===== config.mk =====
export PLATFORM = sky130hd
export DESIGN_NAME = watchdog_reset_timer
export DESIGN_NICKNAME = d
export VERILOG_FILES = /design/src/wdt_pkg.sv /design/src/watchdog_reset_timer.sv /design/src/wdt_prescaler.sv /design/src/wdt_pulse.sv
export SDC_FILE = /design/constraint.sdc
export NUM_CORES = 1
export LEC_CHECK = 0
export BUFFER_PORTS_ARGS = -buffer_cell sky130_fd_sc_hd__buf_2
export CAP_MARGIN = 25
export CORE_ASPECT_RATIO = 0.75
export CORE_MARGIN = 3
export CORE_UTILIZATION = 50
export CTS_BUF_LIST = sky130_fd_sc_hd__clkbuf_8
export CTS_CLUSTER_DIAMETER = 120
export DETAILED_ROUTE_END_ITERATION = 12
export HOLD_SLACK_MARGIN = 0.06
export PLACE_DENSITY_LB_ADDON = 0.3
export REMOVE_ABC_BUFFERS = 1
export SKIP_LAST_GASP = 1
export SYNTH_ARGS = -nofsm -noshare
export SYNTH_HDL_FRONTEND = slang
export SYNTH_SLANG_ARGS = --single-unit
export TNS_END_PERCENT = 1

===== constraint.sdc =====
create_clock -name clk_in -period 4.19 [get_ports clk_in]
set_input_delay 1.257 -clock clk_in [delete_from_list [all_inputs] [get_ports clk_in]]
set_output_delay 1.257 -clock clk_in [all_outputs]
set_load 0.01 [all_outputs]

===== src/wdt_pkg.sv =====
// Package with constants and types for the watchdog reset timer
package wdt_pkg;

	localparam int WDT_WIDTH = 16;
	localparam int RELOAD_WIDTH = 8;
	localparam int SLOW_DIV = 128;
	localparam int FAST_DIV = 2;
	localparam int PRESC_WIDTH = 7;
	localparam logic [RELOAD_WIDTH-1:0] RELOAD_RESET = 8'h00;
	localparam logic PRESC_SEL_RESET = 1'b0;
	localparam logic [WDT_WIDTH-1:0] COUNT_RESET = 16'h0000;
	// Reset pulse held on the internal reset, in clock cycles
	localparam int RESET_PULSE_CYCLES = 4;
	localparam int PULSE_CNT_WIDTH = 3;

	typedef enum logic [1:0] {
		WDT_RUNNING,
		WDT_DISABLED,
		WDT_RESETTING
	} wdt_state_t;

	// Commands from the instruction decoder
	typedef struct packed {
		logic service;
		logic disable_req;
		logic end_of_init;
		logic reload_write;
		logic [RELOAD_WIDTH-1:0] reload_data;
		logic presc_write;
		logic presc_slow;
	} wdt_cmd_t;

	// Observable status
	typedef struct packed {
		logic [WDT_WIDTH-1:0] count;
		logic enabled;
		logic init_done;
		logic presc_slow;
		logic [RELOAD_WIDTH-1:0] reload_value;
	} wdt_status_t;

endpackage


===== src/watchdog_reset_timer.sv =====
// Watchdog reset timer: 16-bit counter, prescaler, reload and reset output
// -----------------------------------------------------------------------
// How it works
// Counter runs from every chip reset; no software start needed.
// Disable request honoured only before end-of-init instruction.
// Software must service the watchdog before it overflows.
// Overflow raises an internal hardware reset pulse.
// Overflow drives the reset-output pin low for external parts.
// The watchdog counter is sixteen bits wide.
// Counter advances every 2 or every 128 system clocks.
// A programmable reload value feeds the counter's upper byte.
// Servicing reloads upper byte from reload value, low byte cleared.
// Prescaler and reload give intervals 25 us to 420 ms at 20 MHz.
// Default timeout after reset is 65536 x 2 clocks, 6.55 ms.
// End-of-init releases the reset pin high and closes disable window.
// Counter counts up; overflow is the wrap from all-ones to zero.
// Reset selects divide-by-2 and reload value zero.
// -----------------------------------------------------------------------
`timescale 1ns/1ps
module watchdog_reset_timer
	import wdt_pkg::*;
#(
	parameter int COUNT_WIDTH = WDT_WIDTH,
	parameter int PULSE_CYCLES = RESET_PULSE_CYCLES
) (
	// Clock and reset
	input wire logic clk_in,
	input wire logic reset_in,
	// Commands from the instruction decoder
	input wire wdt_cmd_t cmd_in,
	// Resets
	output logic wdt_reset_out,
	output logic reset_out_pin_n_out,
	// Status
	output wdt_status_t status_out
);

	// -----------------------------------------------------------------------
	// State
	// -----------------------------------------------------------------------
	wdt_state_t state_r;
	wdt_state_t state_nxt;
	logic [COUNT_WIDTH-1:0] count_r;
	logic [COUNT_WIDTH-1:0] count_nxt;
	logic [RELOAD_WIDTH-1:0] reload_r;
	logic presc_slow_r;
	logic init_done_r;
	logic pin_n_r;

	wire logic tick;
	wire logic running;
	wire logic overflow;
	wire logic disable_ok;
	wire logic pulse_active;
	wire logic [COUNT_WIDTH-1:0] reload_word;

	assign running = (state_r == WDT_RUNNING);
	assign overflow = running && tick && (&count_r);
	assign disable_ok = cmd_in.disable_req && !init_done_r;
	// Low byte restarts from zero; only the upper byte is programmable
	assign reload_word = {reload_r, {(COUNT_WIDTH-RELOAD_WIDTH){1'b0}}};

	// -----------------------------------------------------------------------
	// Sub-blocks
	// -----------------------------------------------------------------------
	wdt_prescaler #(
		.DIV_WIDTH(PRESC_WIDTH)
	) u_presc (
		.clk_in(clk_in),
		.reset_in(reset_in),
		.run_in(running),
		.slow_in(presc_slow_r),
		.restart_in(cmd_in.service),
		.tick_out(tick)
	);

	wdt_pulse #(
		.PULSE_CYCLES(PULSE_CYCLES)
	) u_pulse (
		.clk_in(clk_in),
		.reset_in(reset_in),
		.trigger_in(overflow),
		.active_out(pulse_active)
	);

	// -----------------------------------------------------------------------
	// Next state and counter
	// -----------------------------------------------------------------------
	always_comb begin
		state_nxt = state_r;
		count_nxt = count_r;
		case (state_r)
			WDT_RUNNING: begin
				if (overflow) begin
					state_nxt = WDT_RESETTING;
					count_nxt = COUNT_RESET;
				end else if (disable_ok) begin
					state_nxt = WDT_DISABLED;
				end else if (cmd_in.service) begin
					count_nxt = reload_word;
				end else if (tick) begin
					count_nxt = count_r + 1'b1;
				end
			end
			WDT_DISABLED: begin
				if (cmd_in.service) begin
					count_nxt = reload_word;
				end
			end
			WDT_RESETTING: begin
				// Internal reset holds the block at defaults during the pulse; counting restarts once it is over
				if (!pulse_active) begin
					state_nxt = WDT_RUNNING;
				end
			end
			default: begin
				state_nxt = WDT_RUNNING;
			end
		endcase
	end

	// -----------------------------------------------------------------------
	// Registers
	// -----------------------------------------------------------------------
	always_ff @(posedge clk_in or posedge reset_in) begin
		if (reset_in) begin
			state_r <= WDT_RUNNING;
			count_r <= COUNT_RESET;
		end else begin
			state_r <= state_nxt;
			count_r <= count_nxt;
		end
	end

	// Configuration; the watchdog reset returns it to defaults like a chip reset
	always_ff @(posedge clk_in or posedge reset_in) begin
		if (reset_in) begin
			reload_r <= RELOAD_RESET;
			presc_slow_r <= PRESC_SEL_RESET;
		end else if (state_r == WDT_RESETTING) begin
			reload_r <= RELOAD_RESET;
			presc_slow_r <= PRESC_SEL_RESET;
		end else begin
			if (cmd_in.reload_write) begin
				reload_r <= cmd_in.reload_data;
			end
			if (cmd_in.presc_write) begin
				presc_slow_r <= cmd_in.presc_slow;
			end
		end
	end

	// End-of-init is one-shot until the next reset of any kind
	always_ff @(posedge clk_in or posedge reset_in) begin
		if (reset_in) begin
			init_done_r <= 1'b0;
		end else if (overflow || state_r == WDT_RESETTING) begin
			init_done_r <= 1'b0;
		end else if (cmd_in.end_of_init) begin
			init_done_r <= 1'b1;
		end
	end

	// Pin low from reset until end-of-init, and again on overflow
	always_ff @(posedge clk_in or posedge reset_in) begin
		if (reset_in) begin
			pin_n_r <= 1'b0;
		end else if (overflow || state_r == WDT_RESETTING) begin
			pin_n_r <= 1'b0;
		end else if (cmd_in.end_of_init) begin
			pin_n_r <= 1'b1;
		end
	end

	// -----------------------------------------------------------------------
	// Outputs
	// -----------------------------------------------------------------------
	assign wdt_reset_out = pulse_active;
	assign reset_out_pin_n_out = pin_n_r;
	assign status_out.count = count_r;
	assign status_out.enabled = (state_r != WDT_DISABLED);
	assign status_out.init_done = init_done_r;
	assign status_out.presc_slow = presc_slow_r;
	assign status_out.reload_value = reload_r;

endmodule


===== src/wdt_prescaler.sv =====
// Prescaler that gives a one-cycle tick every 2 or 128 system clocks
`timescale 1ns/1ps
module wdt_prescaler
	import wdt_pkg::*;
#(
	parameter int DIV_WIDTH = PRESC_WIDTH
) (
	// Clock and reset
	input wire logic clk_in,
	input wire logic reset_in,
	// Control
	input wire logic run_in,
	input wire logic slow_in,
	input wire logic restart_in,
	// Tick
	output logic tick_out
);

	logic [DIV_WIDTH-1:0] div_r;
	logic [DIV_WIDTH-1:0] div_nxt;
	wire logic fast_tick;
	wire logic slow_tick;

	assign fast_tick = div_r[0];
	assign slow_tick = &div_r;
	assign tick_out = run_in && (slow_in ? slow_tick : fast_tick);
	assign div_nxt = (restart_in || !run_in) ? '0 : div_r + 1'b1;

	always_ff @(posedge clk_in or posedge reset_in) begin
		if (reset_in) begin
			div_r <= '0;
		end else begin
			div_r <= div_nxt;
		end
	end

endmodule


===== src/wdt_pulse.sv =====
// Stretches an overflow event into a fixed-length reset pulse
`timescale 1ns/1ps
module wdt_pulse
	import wdt_pkg::*;
#(
	parameter int PULSE_CYCLES = RESET_PULSE_CYCLES
) (
	// Clock and reset
	input wire logic clk_in,
	input wire logic reset_in,
	// Trigger and pulse
	input wire logic trigger_in,
	output logic active_out
);

	logic [PULSE_CNT_WIDTH-1:0] cnt_r;

	assign active_out = (cnt_r != '0);

	always_ff @(posedge clk_in or posedge reset_in) begin
		if (reset_in) begin
			cnt_r <= '0;
		end else if (trigger_in) begin
			cnt_r <= PULSE_CNT_WIDTH'(PULSE_CYCLES);
		end else if (cnt_r != '0) begin
			cnt_r <= cnt_r - 1'b1;
		end
	end

endmodule

Word-level counts from Yosys, hierarchy flattened
Index checks and enable logic that the tools add are counted.
{"block": "totals", "regBits": 38, "in_bits": 16, "output_inout_bits": 29, "wordCells": 58}
{"block": "classes", "add_sub_neg": 3, "n_eq_ne": 8, "n_mux": 20, "n_bitwise": 1, "reduce_logical": 19}
{"op": "$mux 16", "n": 5}
{"op": "$pmux 16 s2", "n": 1}
{"op": "$add 16x1->16 const B", "n": 1}
{"op": "$mux 8", "n": 2}
{"op": "$reduce_and 16->1", "n": 1}
{"op": "$reduce_bool 2->1", "n": 5}
{"op": "$add 7x1->7 const B", "n": 1}
{"op": "$mux 7", "n": 1}
{"op": "$reduce_and 7->1", "n": 1}
{"op": "$mux 2", "n": 3}
{"op": "$mux 3", "n": 2}
{"op": "$pmux 2 s3", "n": 1}
{"op": "$mux 1", "n": 5}
{"op": "$logic_and 1x1->1", "n": 4}
{"op": "$ne 2x2->1 const B", "n": 2}
{"op": "$ne 4x3->1 const B", "n": 1}
{"op": "$reduce_and 4->1", "n": 1}
{"op": "$ne 3x1->1 const B", "n": 1}
{"op": "$ne 3x3->1 const B", "n": 1}
{"op": "$reduce_and 3->1", "n": 1}
{"op": "$reduce_bool 3->1", "n": 1}
{"op": "$sub 3x1->3 const B", "n": 1}
{"op": "$eq 2x1->1 const B", "n": 1}
{"op": "$eq 2x2->1 const B", "n": 1}
{"op": "other kinds (5)", "n": 7}

Logic depth before layout (Yosys ltp)
{"block": "depth", "depth_word": 8, "ltp_mapped": 7, "depth_no_buf": 6}

Hierarchy
A second synthesis with hierarchy kept.
{"block": "hier_totals", "hier_cells": 225, "area_unflattened_um2": 2107.0}
{"mod": "watchdog_reset_timer", "n_inst": 1, "cells_each": 174, "area_each_um2": 1580.3, "seq_area_each_um2": 700.7}
{"mod": "wdt_prescaler", "n_inst": 1, "cells_each": 34, "area_each_um2": 345.3, "seq_area_each_um2": 175.2}
{"mod": "wdt_pulse", "n_inst": 1, "cells_each": 17, "area_each_um2": 181.4, "seq_area_each_um2": 75.1}

Worst setup path before layout
OpenSTA, ideal clock, no wires.
{"block": "synth_path", "path_kind": "input port to flip-flop", "startpoint": "in cmd_in[13] (netlist name)", "endpoint": "reg count_r[11]", "setup_ns": 0.125, "t_arrival_ns": 2.276, "t_required_ns": 4.065, "setup_slack_ns": 1.789, "stages": 3, "n_path_buf": 0, "cell_sequence": "o311ai_2 nor2_8 mux2_4"}
{"block": "synth_via", "elab_chain_cells": 4, "word_cells_on_any_way": 7, "cone_classes": "eq/ne (2); mux (4); reduce/logical (1)"}
{"item": "start: declaration", "line_no": "watchdog_reset_timer.sv:30", "rtl": "input wire wdt_cmd_t cmd_in,"}
{"item": "$mux 16", "line_no": "watchdog_reset_timer.sv:99", "rtl": "end else if (cmd_in.service) begin"}
{"item": "$mux 16", "line_no": "watchdog_reset_timer.sv:97", "rtl": "end else if (disable_ok) begin"}
{"item": "$mux 16", "line_no": "watchdog_reset_timer.sv:94", "rtl": "if (overflow) begin"}
{"item": "$pmux 16 s2", "line_no": "watchdog_reset_timer.sv:92", "rtl": "case (state_r)"}
{"item": "end signal: assignment", "line_no": "watchdog_reset_timer.sv:131", "rtl": "count_r <= count_nxt;"}
{"item": "end: declaration", "line_no": "watchdog_reset_timer.sv:43", "rtl": "logic [COUNT_WIDTH-1:0] count_r;"}
Several ways; a longest one is shown, not always the timed one. The select of a mux whose other input is x is not followed.
A chain may end at the register's enable or synchronous reset.

==> flow_summary.json <==
{
  "area_delta_synth_final_pct": 16.67,
  "die_w_um": 83.24,
  "track_usage_pct": 21.49,
  "crit_path_max_incr_delay_ns": 0.52,
  "num_rows": 20,
  "port_buffers": 44,
  "diodes": 0,
  "power.switching_fraction_pct": 25.80,
  "p_clk_share_pct": 37.5,
  "grt_pass1_wl_um": 9045,
  "worst_hold_slack_ns": 0.4829,
  "grt-ovfl-total": 0,
  "layout.nets": 295,
  "syn_inst": 230,
  "syn_area_um2": 2237,
  "critPathCaptureType": "output port",
  "critPathTopFamily": "simple AND/OR/NAND/NOR gates",
  "post-synth-top-area-fraction_pct": 42.51,
  "cts_hold_buf": 0,
  "drt-total-wl_um": 5266,
  "drive_gt1_share_pct": 25.45,
  "pwr_density_cell_nw_per_um2": 324.7,
  "start_util_pct": 53.53,
  "tritoncts": "built",
  "internal_power_w": 0.0006288,
  "critPathRequiredTime_ns": 2.93,
  "yosysUniqueCellTypes": 53,
  "drv_cap": 0,
  "clock_latency_ns": 0.30,
  "setup-violations-final": 0,
  "viasPerCell": 5.915,
  "drt-initial-drc-count": 116,
  "postRouteAntennaNets": 0,
  "grt_pass1_vias": 1872,
  "post_cts_buffers": 0,
  "seqPwrFrac_pct": 49.7,
  "io_pins": 45,
  "yosysWarnings": 0,
  "worstSetupPathType": "reg2out",
  "crit_buf_inv": 2,
  "cp_slowest_cell": "nor2b_1",
  "arrival_ns": 1.64,
  "async_reset_ff_share_pct": 100.0,
  "die-area_um2": 5322,
  "switchingPower_w": 0.0002187,
  "slew_viol_final": 0,
  "final_cell_mix": "buf_2, dfrtp_1, nor2_1, nand2_1, a31oi_1",
  "skew_ns": 0.01298,
  "die_y_um": 63.93,
  "ys.flop_type": "dfrtp_1",
  "cts.root.buffer_cell": "clkbuf_8",
  "slew_headroom_pct": 41.65,
  "fin_setup_tns_ns": 0,
  "final_common_cell": "buf_2",
  "cp-start-kind": "flop",
  "final-hold-violation-count": 0,
  "antenna_found_initial": 0,
  "crit_chain": "nor2b_1 > inv_1 > buf_2",
  "first_pass_iters": 4,
  "synthTopCellsByArea": "dfrtp_1, nor2_1, mux2i_1",
  "clk_path_buf_depth": 2,
  "yosysTopAreaCell": "dfrtp_1",
  "max_freq_mhz": 345.4,
  "h-tree-depth": 2,
  "hpwl_um": 3810,
  "rsz0062_at_grt": "no",
  "leakage_nw": 1.198,
  "critPathMaxFanout": 9,
  "clkTransAtPathRegs_ns": 0.07,
  "cts.sinks": 38,
  "remaining_drc_errors": 0,
  "ir_drop_v": 0.0002239,
  "gp_congestion": 0.8910,
  "core_um2": 4179,
  "avgSynthCellArea_um2": 9.727,
  "post_cts_resized": 0,
  "tightest_slew_ns": 0.8738,
  "vias": 1952,
  "hold_path.class": "reg2reg",
  "synth_seq_cells": 38,
  "yosysSeqAreaShare_pct": 42.51,
  "grt_max_degree": 39,
  "numCtsBuffers": 5,
  "wl_per_cell_um": 15.96,
  "period_minus_slack_ns": 2.895,
  "power_frac_comb_pct": 12.8,
  "layout_worst_path_cycle_share_pct": 69.09,
  "status": "completed",
  "synth_edf_count": 0
}
-- final cells by class --
| class | instances | area [µm²] |
|---|---|---|
| inverters | 9 | 33.78 |
| flip-flops and latches | 38 | 950.9 |
| clock inverters | 1 | 30.03 |
| repair buffers | 45 | 227.7 |
| fillers | 364 | 1569 |
| well taps | 55 | 68.82 |
| clock buffers | 6 | 82.58 |
| multi-input cells | 176 | 1216 |
-- sequential cells by signal (all words and copies together), names as in the netlist --
| name | count |
|---|---|
| count_r | 16 |
| reload_r | 8 |
| u_presc.div_r | 7 |
| u_pulse.cnt_r | 3 |
| state_r | 2 |
| presc_slow_r | 1 |
| reset_out_pin_n_out | 1 |
-- synthesized netlist by cell type, types with 4 or more instances --
library cell  instances
dfrtp_1              38
nor2_1               30
nand2_1              18
a31oi_1              12
nand3_1              11
mux2i_1              10
inv_1                 9
o31ai_1               8
nand2b_1              7
a211oi_1              5
a21oi_1               5
nand4_1               5
o21ai_0               5
xor2_1                5
ha_1                  4
o21ai_1               4
-- cells by family after synthesis --
group	after synthesis	synth area share [%]
and+or+nand+nor	97	24.50
buffers and inverters	16	3.132
AOI/OAI and AO/OA	55	18.74
adders and majority gates	4	2.237
muxes	13	6.152
DFF	38	42.51
xor gates and xnor gates	7	2.741
-- power groups by stage --
| stage | Clock (W) | Combinational, W | Sequential (W) |
|---|---|---|---|
| after floorplan | 0 | 0.0000548 | 0.000430 |
| after global placement | 0 | 0.000107 | 0.000426 |
| after detailed placement | 0 | 0.000108 | 0.000427 |
| after CTS | 0.000324 | 0.000110 | 0.000421 |
| after global routing | 0.000344 | 0.000122 | 0.000426 |
| final | 0.000318 | 0.000108 | 0.000421 |
-- path summary, 6_finish.rpt --
| check | start | end | slack (ns) | depth (start not counted) |
|---|---|---|---|---|
| hold / removal | u_presc.div_r[0] | u_presc.div_r[0] | 0.48 | 1 |
| max in group asynchronous | reset_in | count_r[5] | 2.80 | 3 |
| setup / recovery | state_r[0] | status_out[10] | 1.29 | 3 |
| min in group asynchronous | reset_in | count_r[12] | 1.06 | 3 |
| setup reg to reg | u_presc.div_r[0] | count_r[10] | 1.83 | 6 |
| hold reg to reg | u_presc.div_r[0] | u_presc.div_r[0] | 0.48 | 1 |
-- metal layers --
layer	up-vias	track usage (%)	wire length (µm)
met5	-	0	0
met4	0	6.939	52
met3	7	7.474	432
met2	78	31.90	2373
met1	920	29.44	2407
li1	947	-	-
-- stage by stage --
step | total power [W] | util, % | std cells | cell area (µm²) | setup slack [ns]
after floorplan | 0.0004846 | - | 223 | 2201 | 1.789
after global placement | 0.0005331 | 59.76 | 323 | 2497 | 1.427
after detailed placement | 0.0005357 | 59.76 | 323 | 2497 | 1.387
after CTS | 0.0008540 | 62.46 | 330 | 2610 | 1.296
after global routing | 0.0008918 | 62.46 | 330 | 2610 | 1.135
final | 0.0008474 | 62.46 | 330 | 2610 | 1.295
-- worst register-to-register path: stages (launching register included) --
cell and delay [ns]:
dfrtp_1 0.39, ha_1 0.27, nand4_1 0.23, o21bai_2 0.49, a31oi_4 0.27, nor2_8 0.25, mux2_2 0.36
Power figures use the tool's default switching activity.
